### config.mk
export PLATFORM = sky130hd
export DESIGN_NAME = hmb_mailbox
export DESIGN_NICKNAME = d
export VERILOG_FILES = /design/src/verilog/hmb_pkg.sv /design/src/verilog/hmb_mailbox.sv
export VERILOG_INCLUDE_DIRS = /design/src /design/src/verilog
export SDC_FILE = /design/constraint.sdc
export NUM_CORES = 1
export LEC_CHECK = 0
export BUFFER_PORTS_ARGS = -buffer_cell sky130_fd_sc_hd__buf_2
export CAP_MARGIN = 20
export CORE_UTILIZATION = 50
export CTS_CLUSTER_SIZE = 16
export DETAILED_ROUTE_END_ITERATION = 10
export GPL_TIMING_DRIVEN = 0
export PLACE_DENSITY = 0.83
export SYNTH_ARGS = -nofsm -noshare
export SYNTH_HDL_FRONTEND = slang
export SYNTH_SLANG_ARGS = --single-unit
### constraint.sdc
create_clock -name clock -period 3.4 [get_ports clock]
set_input_delay 0.68 -clock clock [delete_from_list [all_inputs] [get_ports clock]]
set_output_delay 0.68 -clock clock [all_outputs]
set_load 0.01 [all_outputs]
### src/verilog/hmb_consts.svh
// Purpose : Offsets, field positions, reset values and timing counts.
// Assumes : Included by the host mailbox block and its bench.
// Notes   : Definitions only.
`ifndef HMB_CONSTS_SVH
`define HMB_CONSTS_SVH

// ----------------------------------------------------------------------
// Timing
// ----------------------------------------------------------------------
`define HMB_CLK_MHZ          250
`define HMB_DGL_SHORT_US     1000
`define HMB_DGL_LONG_US      10000
`define HMB_DGL_SHORT_CYC    (`HMB_DGL_SHORT_US * `HMB_CLK_MHZ)
`define HMB_DGL_LONG_CYC     (`HMB_DGL_LONG_US * `HMB_CLK_MHZ)

// ----------------------------------------------------------------------
// Host control page offsets (8-bit host address)
// ----------------------------------------------------------------------
`define HMB_H_OUT_LO         8'h00
`define HMB_H_OUT_HI         8'h01
`define HMB_H_IN_LO          8'h02
`define HMB_H_IN_HI          8'h03
`define HMB_H_TXFLAG         8'h04
`define HMB_H_PAC            8'h0C
`define HMB_H_OTP_PAGE       8'h10
`define HMB_H_OTP_PROG       8'h11
`define HMB_H_DEV_PAGE       8'h12
`define HMB_H_WRK_PAGE       8'h13
`define HMB_H_EE_ROW         8'h14

// ----------------------------------------------------------------------
// Processor Wishbone byte offsets
// ----------------------------------------------------------------------
`define HMB_W_INBOX          6'h00
`define HMB_W_OUTBOX         6'h04
`define HMB_W_IN_IEN         6'h08
`define HMB_W_IN_STAT        6'h0C
`define HMB_W_ACT_IEN        6'h10
`define HMB_W_ACT_FLAG       6'h14
`define HMB_W_PORT_CTL       6'h18
`define HMB_W_STATUS         6'h1C

// ----------------------------------------------------------------------
// Field positions
// ----------------------------------------------------------------------
`define HMB_PAC_HOLD         0
`define HMB_PAC_HOST_EN      1
`define HMB_PCTL_LINK_ON     0
`define HMB_PCTL_CONNECT     1
`define HMB_PCTL_FILTER      2
`define HMB_ST_TXFLAG        0
`define HMB_ST_HOLD          1
`define HMB_ST_HOST_EN       2
`define HMB_ST_IN_PEND       3

// ----------------------------------------------------------------------
// Reset values
// ----------------------------------------------------------------------
`define HMB_RST_PAC          2'h0
`define HMB_RST_PCTL         3'h0

`endif

### src/verilog/hmb_pkg.sv
// Purpose : Types shared by the host mailbox block and its bench.
// Assumes : Nothing beyond SystemVerilog packages.
// Notes   : Constants live in hmb_consts.svh.
package hmb_pkg;

  // --------------------------------------------------------------------
  // Host address spaces
  // --------------------------------------------------------------------
  typedef enum logic [2:0] {
    HMB_SP_CTRL    = 3'h0,
    HMB_SP_WORK    = 3'h1,
    HMB_SP_DEV     = 3'h3,
    HMB_SP_OTP     = 3'h4,
    HMB_SP_EEPROM  = 3'h5
  } hmb_space_t;

endpackage

### src/verilog/hmb_mailbox.sv
// Purpose : Host mailbox pair, paged memory access and link activation.
// Assumes : One clock, synchronous active-low reset, inputs synchronous.
// Notes   : Processor registers over classic Wishbone, host over a
//           simple request port answered by a one-cycle acknowledge.
//
// The placing of the registers and register access over Wishbone were left to the implementer.
`timescale 1ns/10ps
`include "hmb_consts.svh"

// Functional notes
// - Processor running: host reaches only access control, mailboxes, update flag.
// - Inbound mailbox interrupt asserts only while its enable is 1.
// - Processor writing 1 to inbound status clears the pending interrupt.
// - Update flag shows software refreshed outbound mailbox; host polls it.
// - Mailboxes are 16 bits; wide hosts move both bytes, others one byte at a time.
// - Byte read of outbound low byte captures the high byte in a shadow.
// - Following high byte read returns the shadow, not the live byte.
// - Only a host write of the inbound high byte raises the interrupt.
// - Host writing 1 to the hold bit holds the processor in reset.
// - Host writing 1 to host access enable, with the hold bit also 1, grants direct memory access.
// - Held and enabled, every memory is reachable without software.
// - Paged memories appear as 256-byte pages; low address from host.
// - Upper bits from page registers: 5 for OTP and dev RAM, 2 working.
// - OTP programs 32-bit words via program location; reads use read page.
// - EEPROM writes go in 8-byte groups chosen by the row select.
// - Device never answers on the link unless a host command asks.
// - Activation needs supply low then high, each for the deglitch time.
// - Filter select 0 gives 1 ms, 1 gives 10 ms, resets to 0.
// - Valid activation raises interrupt when enabled; writing 1 clears flag.
// - Link works only with link enable and transceiver connect both 1.
module hmb_mailbox #(
  parameter int unsigned DGL_SHORT_CYC = `HMB_DGL_SHORT_CYC,
  parameter int unsigned DGL_LONG_CYC  = `HMB_DGL_LONG_CYC
) (
  // Clock, reset and enable
  input  wire logic                clock,
  input  wire logic                rstn,
  input  wire logic                ce,
  // Processor Wishbone slave
  input  wire logic                wb_cyc_i,
  input  wire logic                wb_stb_i,
  input  wire logic                wb_we_i,
  input  wire logic [5:0]          wb_adr_i,
  input  wire logic [3:0]          wb_sel_i,
  input  wire logic [31:0]         wb_dat_i,
  output logic      [31:0]         wb_dat_o,
  output logic                     wb_ack_o,
  // Host request port
  input  wire logic                host_req,
  input  wire logic                host_we,
  input  wire logic                host_wide,
  input  wire hmb_pkg::hmb_space_t host_space,
  input  wire logic [7:0]          host_addr,
  input  wire logic [15:0]         host_wdata,
  output logic                     host_ack,
  output logic      [15:0]         host_rdata,
  // Memory access port
  output logic                     mem_req,
  output logic                     mem_we,
  output hmb_pkg::hmb_space_t      mem_space,
  output logic      [12:0]         mem_addr,
  output logic      [7:0]          mem_wdata,
  input  wire logic                mem_ack,
  input  wire logic [7:0]          mem_rdata,
  // Supply comparator and link controls
  input  wire logic                supply_above,
  output logic                     link_active,
  output logic                     line_transceiver_connect,
  // Processor side
  output logic                     cpu_hold,
  output logic                     inbound_irq,
  output logic                     activation_irq
);

  // --------------------------------------------------------------------
  // State
  // --------------------------------------------------------------------
  typedef enum logic [1:0] {HMB_H_IDLE, HMB_H_MEM} hmb_hst_t;
  typedef enum logic [1:0] {HMB_A_LOW, HMB_A_HIGH, HMB_A_DONE} hmb_act_t;

  hmb_hst_t    hst_r;
  hmb_act_t    act_r;
  logic [15:0] outbound_mailbox_r;
  logic [15:0] inbound_mailbox_r;
  logic [7:0]  shadow_r;
  logic        out_updated_r;
  logic        in_pend_r;
  logic        inbound_irq_enable_r;
  logic        act_flag_r;
  logic        activation_irq_enable_r;
  logic [1:0]  pac_r;
  logic [2:0]  host_port_control_r;
  logic [4:0]  otp_page_r;
  logic [7:0]  otp_program_location_r;
  logic [4:0]  dev_ram_page_r;
  logic [1:0]  working_ram_page_r;
  logic [3:0]  ee_row_r;
  logic [23:0] dgl_cnt_r;

  // --------------------------------------------------------------------
  // Decode
  // --------------------------------------------------------------------
  logic        wb_hit;
  logic        wb_wr;
  logic        h_ctrl;
  logic        h_rd_lo;
  logic        h_rd_hi;
  logic        h_wr_in;
  logic        h_wr_hi;
  logic        h_pac_wr;
  logic        h_open;
  logic        h_cfg_wr;
  logic        h_mem;
  logic        cpu_hi_wr;
  logic [23:0] dgl_lim;

  assign wb_hit   = wb_cyc_i && wb_stb_i && !wb_ack_o;
  assign wb_wr    = wb_hit && wb_we_i;
  assign cpu_hi_wr = wb_wr && wb_adr_i == `HMB_W_OUTBOX && wb_sel_i[1];
  assign h_open   = pac_r[`HMB_PAC_HOLD] && pac_r[`HMB_PAC_HOST_EN];
  assign h_ctrl   = ce && host_req && hst_r == HMB_H_IDLE &&
                    host_space == hmb_pkg::HMB_SP_CTRL;
  assign h_rd_lo  = h_ctrl && !host_we && host_addr == `HMB_H_OUT_LO;
  assign h_rd_hi  = h_ctrl && !host_we &&
                    ((host_addr == `HMB_H_OUT_HI && !host_wide) ||
                     (host_addr == `HMB_H_OUT_LO && host_wide));
  assign h_wr_in  = h_ctrl && host_we && host_addr == `HMB_H_IN_LO;
  assign h_wr_hi  = h_ctrl && host_we &&
                    ((host_addr == `HMB_H_IN_HI && !host_wide) ||
                     (host_addr == `HMB_H_IN_LO && host_wide));
  assign h_pac_wr = h_ctrl && host_we && host_addr == `HMB_H_PAC;
  assign h_cfg_wr = h_ctrl && host_we && pac_r[`HMB_PAC_HOLD];
  assign h_mem    = ce && host_req && hst_r == HMB_H_IDLE && h_open &&
                    host_space != hmb_pkg::HMB_SP_CTRL;
  assign dgl_lim  = host_port_control_r[`HMB_PCTL_FILTER] ?
                    DGL_LONG_CYC[23:0] : DGL_SHORT_CYC[23:0];

  // --------------------------------------------------------------------
  // Processor Wishbone slave
  // --------------------------------------------------------------------
  always_ff @(posedge clock) begin
    if (!rstn) begin
      wb_ack_o <= 1'b0;
      wb_dat_o <= 32'h0;
    end else if (ce) begin
      wb_ack_o <= wb_hit;
      wb_dat_o <= 32'h0;
      if (wb_hit && !wb_we_i) begin
        unique case (wb_adr_i)
          `HMB_W_INBOX:    wb_dat_o <= {16'h0, inbound_mailbox_r};
          `HMB_W_OUTBOX:   wb_dat_o <= {16'h0, outbound_mailbox_r};
          `HMB_W_IN_IEN:   wb_dat_o <= {31'h0, inbound_irq_enable_r};
          `HMB_W_IN_STAT:  wb_dat_o <= {31'h0, in_pend_r};
          `HMB_W_ACT_IEN:  wb_dat_o <= {31'h0, activation_irq_enable_r};
          `HMB_W_ACT_FLAG: wb_dat_o <= {31'h0, act_flag_r};
          `HMB_W_PORT_CTL: wb_dat_o <= {29'h0, host_port_control_r};
          `HMB_W_STATUS:   wb_dat_o <= {28'h0, in_pend_r, pac_r,
                                        out_updated_r};
          default:         wb_dat_o <= 32'h0;
        endcase
      end
    end
  end

  // --------------------------------------------------------------------
  // Processor-written control registers
  // --------------------------------------------------------------------
  always_ff @(posedge clock) begin
    if (!rstn) begin
      outbound_mailbox_r      <= 16'h0;
      inbound_irq_enable_r    <= 1'b0;
      activation_irq_enable_r <= 1'b0;
      host_port_control_r     <= `HMB_RST_PCTL;
    end else if (ce && wb_wr) begin
      if (wb_adr_i == `HMB_W_OUTBOX) begin
        if (wb_sel_i[0]) begin
          outbound_mailbox_r[7:0] <= wb_dat_i[7:0];
        end
        if (wb_sel_i[1]) begin
          outbound_mailbox_r[15:8] <= wb_dat_i[15:8];
        end
      end
      if (wb_adr_i == `HMB_W_IN_IEN && wb_sel_i[0]) begin
        inbound_irq_enable_r <= wb_dat_i[0];
      end
      if (wb_adr_i == `HMB_W_ACT_IEN && wb_sel_i[0]) begin
        activation_irq_enable_r <= wb_dat_i[0];
      end
      if (wb_adr_i == `HMB_W_PORT_CTL && wb_sel_i[0]) begin
        host_port_control_r <= wb_dat_i[2:0];
      end
    end
  end

  // --------------------------------------------------------------------
  // Outbound update flag and shadow byte
  // --------------------------------------------------------------------
  always_ff @(posedge clock) begin
    if (!rstn) begin
      out_updated_r <= 1'b0;
      shadow_r      <= 8'h0;
    end else if (ce) begin
      if (cpu_hi_wr) begin
        out_updated_r <= 1'b1;
      end else if (h_rd_hi) begin
        out_updated_r <= 1'b0;
      end
      if (h_rd_lo && !host_wide) begin
        shadow_r <= outbound_mailbox_r[15:8];
      end
    end
  end

  // --------------------------------------------------------------------
  // Inbound mailbox and its interrupt
  // --------------------------------------------------------------------
  always_ff @(posedge clock) begin
    if (!rstn) begin
      inbound_mailbox_r <= 16'h0;
      in_pend_r         <= 1'b0;
    end else if (ce) begin
      if (h_wr_in) begin
        inbound_mailbox_r[7:0] <= host_wdata[7:0];
      end
      if (h_wr_hi) begin
        inbound_mailbox_r[15:8] <= host_wide ? host_wdata[15:8]
                                             : host_wdata[7:0];
      end
      // A new high byte in the clearing cycle keeps the flag set.
      if (h_wr_hi) begin
        in_pend_r <= 1'b1;
      end else if (wb_wr && wb_adr_i == `HMB_W_IN_STAT &&
                   wb_sel_i[0] && wb_dat_i[0]) begin
        in_pend_r <= 1'b0;
      end
    end
  end

  // --------------------------------------------------------------------
  // Host-written access control and page registers
  // --------------------------------------------------------------------
  always_ff @(posedge clock) begin
    if (!rstn) begin
      pac_r                  <= `HMB_RST_PAC;
      otp_page_r             <= 5'h0;
      otp_program_location_r <= 8'h0;
      dev_ram_page_r         <= 5'h0;
      working_ram_page_r     <= 2'h0;
      ee_row_r               <= 4'h0;
    end else if (ce) begin
      if (h_pac_wr) begin
        pac_r <= host_wdata[1:0];
      end
      if (h_cfg_wr) begin
        unique case (host_addr)
          `HMB_H_OTP_PAGE: otp_page_r <= host_wdata[4:0];
          `HMB_H_OTP_PROG: otp_program_location_r <= host_wdata[7:0];
          `HMB_H_DEV_PAGE: dev_ram_page_r <= host_wdata[4:0];
          `HMB_H_WRK_PAGE: working_ram_page_r <= host_wdata[1:0];
          `HMB_H_EE_ROW:   ee_row_r <= host_wdata[3:0];
          default:         ;
        endcase
      end
    end
  end

  // --------------------------------------------------------------------
  // Host answer and memory sequencing
  // --------------------------------------------------------------------
  always_ff @(posedge clock) begin
    if (!rstn) begin
      hst_r      <= HMB_H_IDLE;
      host_ack   <= 1'b0;
      host_rdata <= 16'h0;
      mem_req    <= 1'b0;
      mem_we     <= 1'b0;
      mem_space  <= hmb_pkg::HMB_SP_CTRL;
      mem_addr   <= 13'h0;
      mem_wdata  <= 8'h0;
    end else if (ce) begin
      host_ack <= 1'b0;
      mem_req  <= 1'b0;
      unique case (hst_r)
        HMB_H_IDLE: begin
          if (h_mem) begin
            hst_r     <= HMB_H_MEM;
            mem_req   <= 1'b1;
            mem_we    <= host_we;
            mem_space <= host_space;
            mem_wdata <= host_wdata[7:0];
            unique case (host_space)
              hmb_pkg::HMB_SP_WORK:
                mem_addr <= {3'h0, working_ram_page_r, host_addr};
              hmb_pkg::HMB_SP_DEV:
                mem_addr <= {dev_ram_page_r, host_addr};
              hmb_pkg::HMB_SP_OTP:
                mem_addr <= host_we ?
                  {3'h0, otp_program_location_r, host_addr[1:0]} :
                  {otp_page_r, host_addr};
              hmb_pkg::HMB_SP_EEPROM:
                mem_addr <= host_we ?
                  {6'h0, ee_row_r, host_addr[2:0]} :
                  {6'h0, host_addr[6:0]};
              default: mem_addr <= {5'h0, host_addr};
            endcase
          end else if (ce && host_req) begin
            // A command taken in idle gets one answer; one arriving during a memory access gets none.
            host_ack   <= 1'b1;
            host_rdata <= 16'h0;
            if (!host_we && host_space == hmb_pkg::HMB_SP_CTRL) begin
              unique case (host_addr)
                `HMB_H_OUT_LO: host_rdata <= host_wide ?
                  outbound_mailbox_r :
                  {8'h0, outbound_mailbox_r[7:0]};
                `HMB_H_OUT_HI: host_rdata <= {8'h0, shadow_r};
                `HMB_H_TXFLAG: host_rdata <= {15'h0, out_updated_r};
                `HMB_H_PAC:    host_rdata <= {14'h0, pac_r};
                default:       host_rdata <= 16'h0;
              endcase
            end
          end
        end
        HMB_H_MEM: begin
          if (mem_ack) begin
            hst_r      <= HMB_H_IDLE;
            host_ack   <= 1'b1;
            host_rdata <= {8'h0, mem_rdata};
          end
        end
        default: hst_r <= HMB_H_IDLE;
      endcase
    end
  end

  // --------------------------------------------------------------------
  // Activation pulse deglitch
  // --------------------------------------------------------------------
  always_ff @(posedge clock) begin
    if (!rstn) begin
      act_r     <= HMB_A_LOW;
      dgl_cnt_r <= 24'h0;
    end else if (ce) begin
      unique case (act_r)
        HMB_A_LOW: begin
          if (supply_above) begin
            dgl_cnt_r <= 24'h0;
          end else if (dgl_cnt_r >= dgl_lim - 24'h1) begin
            act_r     <= HMB_A_HIGH;
            dgl_cnt_r <= 24'h0;
          end else begin
            dgl_cnt_r <= dgl_cnt_r + 24'h1;
          end
        end
        HMB_A_HIGH: begin
          if (!supply_above && dgl_cnt_r == 24'h0) begin
            // A low phase longer than the filter time just waits here.
            dgl_cnt_r <= 24'h0;
          end else if (!supply_above) begin
            // A dip restarts the low phase from the dip itself.
            act_r     <= HMB_A_LOW;
            dgl_cnt_r <= 24'h1;
          end else if (dgl_cnt_r >= dgl_lim - 24'h1) begin
            act_r     <= HMB_A_DONE;
            dgl_cnt_r <= 24'h0;
          end else begin
            dgl_cnt_r <= dgl_cnt_r + 24'h1;
          end
        end
        HMB_A_DONE: begin
          act_r     <= HMB_A_LOW;
          dgl_cnt_r <= 24'h0;
        end
        default: act_r <= HMB_A_LOW;
      endcase
    end
  end

  // --------------------------------------------------------------------
  // Activation flag and processor outputs
  // --------------------------------------------------------------------
  always_ff @(posedge clock) begin
    if (!rstn) begin
      act_flag_r               <= 1'b0;
      inbound_irq              <= 1'b0;
      activation_irq           <= 1'b0;
      cpu_hold                 <= 1'b0;
      link_active              <= 1'b0;
      line_transceiver_connect <= 1'b0;
    end else if (ce) begin
      if (act_r == HMB_A_DONE) begin
        act_flag_r <= 1'b1;
      end else if (wb_wr && wb_adr_i == `HMB_W_ACT_FLAG &&
                   wb_sel_i[0] && wb_dat_i[0]) begin
        act_flag_r <= 1'b0;
      end
      inbound_irq    <= in_pend_r && inbound_irq_enable_r;
      activation_irq <= act_flag_r && activation_irq_enable_r;
      cpu_hold       <= pac_r[`HMB_PAC_HOLD];
      link_active    <= host_port_control_r[`HMB_PCTL_LINK_ON] &&
                        host_port_control_r[`HMB_PCTL_CONNECT];
      line_transceiver_connect <=
        host_port_control_r[`HMB_PCTL_CONNECT];
    end
  end

endmodule // hmb_mailbox

==> qor.yml, run 1 <==
run_status:
  run_status: "finished, final reports clean"
timing:
  rsz0062_at_grt: "false"
  setup_ws_ns: 0.843
  relSlewSlack_pct: 45.9
  worstMarginPinSlew_ns: 0.812
  drv_slew: 0
  fin_crit_ns: 2.56
  hold_violations: 0
  setup_viol: 0
  finalCritPeriodShare_pct: 75.2
  fmax_mhz: 391
  skew_ns: 0.0132
  fin_tns_setup_ns: 0
clock_tree:
  clkSinkCount: 166
  post_cts_buffers: 0
  cts_resized: 0
  htreeDepth: 4
  cts_max_path_buffers: 2
  root_buffer: "clkbuf_16"
  clock_latency_ns: 0.44
  hold_buffers: 0
  clk_pin_slew_ns: 0.07
  cts_made_buffers: 17
  cts_tree: "done"
die:
  num_rows: 45
  core_um2: 15200
  initial_core_util_pct: 51.4
  dieHeight_um: 127
  die-area_um2: 16100
  io_pins: 169
  die_width_um: 127
drt:
  drt-total-wl_um: 22600
  ant_nets: 0
  drt_drc_violations_left: 0
  routedWlPerCell_um: 18.2
  firstDrtPassIters: 5
  viasPerCell: 5.79
  drt_iter0_markers: 648
  vias: 7168
power_and_ir_drop:
  p_leak_nw: 3.91
  pwr_density_cell_nw_per_um2: 442
  peakVddDrop_v: 0.000541
global_routing:
  antenna_found_initial: 2
  grt_pass1_vias: 6828
  grt_max_degree: 19
  grt_pass1_wl_um: 35000
  grt-ovfl-total: 0
  grt_util_all_layers_pct: 28.3
setup_path:
  critPathMaxFanout: 10
  end_kind: "flop"
  path_class: "reg -> reg"
  cp.arrival_ns: 2.90
  r2r_slack_ns: 0.84
  start_kind: "flop"
  critical_path_required_ns: 3.75
  reg2reg_to: "dgl_cnt_r[22]"
  worst_r2r_path_depth: 8
  r2r-start: "host_port_control_r[2]"
hold_path:
  hp-start: "mem_addr[4]"
  hp-class: "reg -> reg"
  hold_depth: 2
  hold_end: "mem_addr[4]"
cells_and_area:
  final_common_cell: "dfxtp_1"
  drive_gt1_share_pct: 20.3
  fin_nets: 1138
  syn_to_final_growth_pct: 19.5
  final_cell_mix: "dfxtp_1, buf_2, nor2_1, mux2i_1, nand2_1"
yosys:
  ys_types: 61
  netlist_top_cells_area: "dfxtp_1, mux2i_1, nor2_1"
  yosys.area.top_type_share_pct: 42.6
  async_flop_share_pct: 0
  synth_area_um2: 7810
  synth-edff-count: 0
  syn_inst: 872
  synth_area_per_cell_um2: 8.95
  yosys.area.top_type: "dfxtp_1"
  synth_ff_type: "dfxtp_1"
  yosysWarnings: 0
  seq_area_frac_synth_pct: 42.6
  synth_seq_cells: 166
placement:
  io_buffer_count: 128
  dp_slack_ns: 0.753
  gp_congestion: 0.922
  dpl.hpwl_um: 16500
flow_run:
  cap_viol_max_count: 0
## through the flow
step	area, um^2	total power [mW]	cells	util (%)	hold WS, ns
final	9330	4.12	1238	61.4	0.452
after global routing	9330	4.23	1237	61.4	0.468
after CTS	9320	4.12	1235	61.3	0.452
after detailed placement	8740	2.27	1203	57.5	0.443
after global placement	8740	2.27	1203	57.5	0.441
after floorplan	7860	2.15	887	-	0.429
## cell type report
type                       instances  area [um^2]
fill                            1321         5870
multi-input combinational        632         4120
sequential                       166         3320
timing repair buffer             128          641
clock buffer                      17          425
buffer                            74          362
tap                              188          235
clock inverter                    15          158
inverter                          15         56.3
antenna                            3         7.51
## flip-flops by register name, summed over array words and instances (netlist names), 2 cells and up
name	flops
dgl_cnt_r	24
host_rdata	16
inbound_mailbox_r	16
outbound_mailbox_r	16
wb_dat_o	16
mem_addr	13
mem_wdata	8
otp_program_location_r	8
shadow_r	8
dev_ram_page_r	5
otp_page_r	5
ee_row_r	4
host_port_control_r	3
mem_space	3
act_r	2
pac_r	2
working_ram_page_r	2
## Yosys cell counts (all sizes together) (3+ instances only)
cell type	instances
clkbuf	38
xor2	9
and3	8
xnor2	11
a221oi	5
or4	5
o21ai	11
a32o	4
ha	16
nor4	11
nand2	86
nand4	21
nor2b	4
and4	4
or3	9
nand2b	3
mux2i	96
a2bb2oi	12
inv	15
a21oi	44
o211ai	7
nor3	49
nor2	122
a211oi	10
dfxtp	166
mux2	9
a22oi	12
nand3	18
buf	36
## critical path, stage by stage, from the launching register on
cell,delay [ns]
dfxtp_1,0.52
inv_1,0.22
ha_1,0.34
nand3_1,0.10
nand2_1,0.08
a2111oi_4,0.50
a41oi_2,0.25
buf_4,0.23
nor4_2,0.24
## metal layers
| layer | global-route usage [%] | share of wire, % | up-vias |
|---|---|---|---|
| met1 | 34.7 | 42 | 3402 |
| met5 | 0 | 0 | - |
| met3 | 5.40 | 5.7 | 57 |
| li1 | - | - | 3410 |
| met4 | 15.1 | 4.3 | 0 |
| met2 | 47.1 | 48 | 299 |
## cell families (layout without fill, tap and decap cells)
group | after synthesis | after routing | synth area share, %
and+or+nand+nor | 349 | 349 | 21.9
DFF | 166 | 166 | 42.6
AOI/OAI and AO/OA | 124 | 124 | 11.2
muxes | 107 | 107 | 14.2
buffers and inverters | 89 | 249 | 5.35
xor gates and xnor gates | 20 | 20 | 2.24
adders and majority gates | 16 | 16 | 2.56
other | 1 | 19 | 0.0480
## worst max-delay path by stage
| stage | startpoint | end | slack, ns |
|---|---|---|---|
| after floorplan | host_space[1] | host_rdata[7] | 1.26 |
| after global placement | wb_adr_i[1] | wb_dat_o[15] | 0.81 |
| after detailed placement | wb_adr_i[1] | wb_dat_o[12] | 0.75 |
| after CTS | host_port_control_r[2] | dgl_cnt_r[22] | 0.90 |
| after global routing | host_port_control_r[2] | dgl_cnt_r[22] | 0.73 |
| final | host_port_control_r[2] | dgl_cnt_r[22] | 0.84 |
## power breakdown
group	internal, mW	switching [mW]	total (mW)
clock network	0.979	0.911	1.89
registers	1.95	0.00637	1.96
logic	0.0955	0.181	0.276
total	3.03	1.10	4.12
No activity file was read; power rests on OpenSTA's default activity.
==> run 2, diff against run 1 <==
Settings changed: CORE_UTILIZATION 50 to 49, PLACE_DENSITY 0.83 to 0.85.
Clock period 3.4 ns to 2.2 ns, I/O delays scaled along.
==> qor.yml, run 2 (synthesis gave the netlist of run 1 again) <==
cells_and_area:
  final_common_cell: "dfxtp_1"
  largest-register: "dgl_cnt_r"
  syn_to_final_growth_pct: 20.7
  largest_reg_flops: 24
  drive_gt1_share_pct: 21.2
  stdcell_count: 1260
  fin_util_pct: 61.3
  final_cell_mix: "dfxtp_1, buf_2, nor2_1, mux2i_1, nand2_1"
  fin_nets: 1139
setup_path:
  crit_buf_inv: 1
  end_kind: "flop"
  cpMaxStageDelayCell: "or4b_1"
  critical_path_required_ns: 2.53
  cp_num_cells: 7
  worst_r2r_path_depth: 7
  path_cells: "inv_1 -> ha_1 -> or4b_1 -> nor4_4 -> a21oi_1 -> o21bai_1 -> a32o_1"
  path_class: "reg -> reg"
  cp.arrival_ns: 2.45
  path_delay_family: "simple AND/OR/NAND/NOR gates"
  critPathMaxFanout: 5
  critPathMaxStageDelay_ns: 0.50
  start_kind: "flop"
timing:
  fin_crit_ns: 2.13
  hold_violations: 0
  rsz0062_at_grt: "false"
  fmax_mhz: 470
  setup_ws_ns: 0.0719
  drv_slew: 0
  hold-worst-slack_ns: 0.237
  setup_viol: 0
  fin_tns_setup_ns: 0
  relSlewSlack_pct: 47.1
  finalCritPeriodShare_pct: 96.7
  skew_ns: 0.0126
  worstMarginPinSlew_ns: 0.793
drt:
  highest_layer: "met4"
  drt-total-wl_um: 22600
  dr_wl_met2_um: 10700
  routedWlPerCell_um: 17.9
  wl_met3_um: 1610
  wl_met1_um: 9360
  drt_iter0_markers: 596
  viasPerCell: 5.71
  drt_drc_violations_left: 0
  ant_nets: 0
  vias: 7189
  firstDrtPassIters: 5
die:
  initial_core_util_pct: 50.8
  io_pins: 169
  num_rows: 45
  die_width_um: 128
  dieHeight_um: 128
  core_um2: 15400
  die-area_um2: 16400
placement:
  numPlacedInstances: 1226
  dpl.hpwl_um: 16200
  gp_congestion: 0.929
  dp_slack_ns: -0.328
  io_buffer_count: 128
flow_run:
  cap_viol_max_count: 0
global_routing:
  grt_max_degree: 17
  antenna_found_initial: 0
  grt_pass1_wl_um: 34400
  grt_pass1_vias: 6663
  grt-ovfl-total: 0
  grt_util_all_layers_pct: 27.3
hold_path:
  hp-class: "in -> reg"
  hold_depth: 3
clock_tree:
  clock_latency_ns: 0.44
  root_buffer: "clkbuf_16"
  cts_max_path_buffers: 2
  cts_tree: "done"
  hold_buffers: 0
  htreeDepth: 4
  clk_pin_slew_ns: 0.07
  clkSinkCount: 166
  cts_made_buffers: 17
run_status:
  run_status: "finished, final reports clean"
power_and_ir_drop:
  peakVddDrop_v: 0.000613
  p_leak_nw: 3.93
  pwr_density_cell_nw_per_um2: 676
## run 2: final cells by class
type                            instances  area, um^2
Fill cell                            1252        5950
Multi-Input combinational cell        632        4180
Sequential cell                       166        3330
Timing Repair Buffer                  129         648
Clock buffer                           18         429
Buffer                                 74         370
Tap cell                              211         264
Clock inverter                         14         143
Inverter                               15        56.3
Antenna cell                            1        2.50
## run 2: stage by stage
stage	area, um^2	power [mW]
floorplan	7860	3.33
global placement	8770	3.50
detailed placement	8770	3.51
CTS	9360	6.36
global route	9420	6.53
finish	9420	6.37
## run 2: path summary, 6_finish.rpt
path | startpoint | end | slack (ns)
setup reg to reg | dgl_cnt_r[0] | dgl_cnt_r[0] | 0.07
hold reg to reg | mem_wdata[5] | mem_wdata[5] | 0.45
setup / recovery | dgl_cnt_r[0] | dgl_cnt_r[0] | 0.07
hold / removal | wb_dat_i[15] | outbound_mailbox_r[15] | 0.24
## run 2: tightest hold or removal path, delay by kind of cell
family / cells / cell delay (ns)
multiplexers: 1 / 0.05
AND/OR/NAND/NOR: 1 / 0.07
buffers and inverters: 1 / 0.08
## run 2: metal layers
layer	GRT usage (%)	vias up
met5	0	-
met4	13.7	0
met3	5.13	68
met2	45.1	317
met1	34.0	3396
li1	-	3408
## run 2: repair_timing
action | 4_1_cts | 5_1_grt
gates resized for setup | 3 | 12
setup buffers | 1 | 0
pin swaps | 2 | 3
setup endpoints to repair | 24 | 32
## run 2: power breakdown
group | switching, mW | internal [mW]
clock | 1.32 | 1.59
sequential | 0.0108 | 3.01
combinational | 0.281 | 0.150
total | 1.62 | 4.76
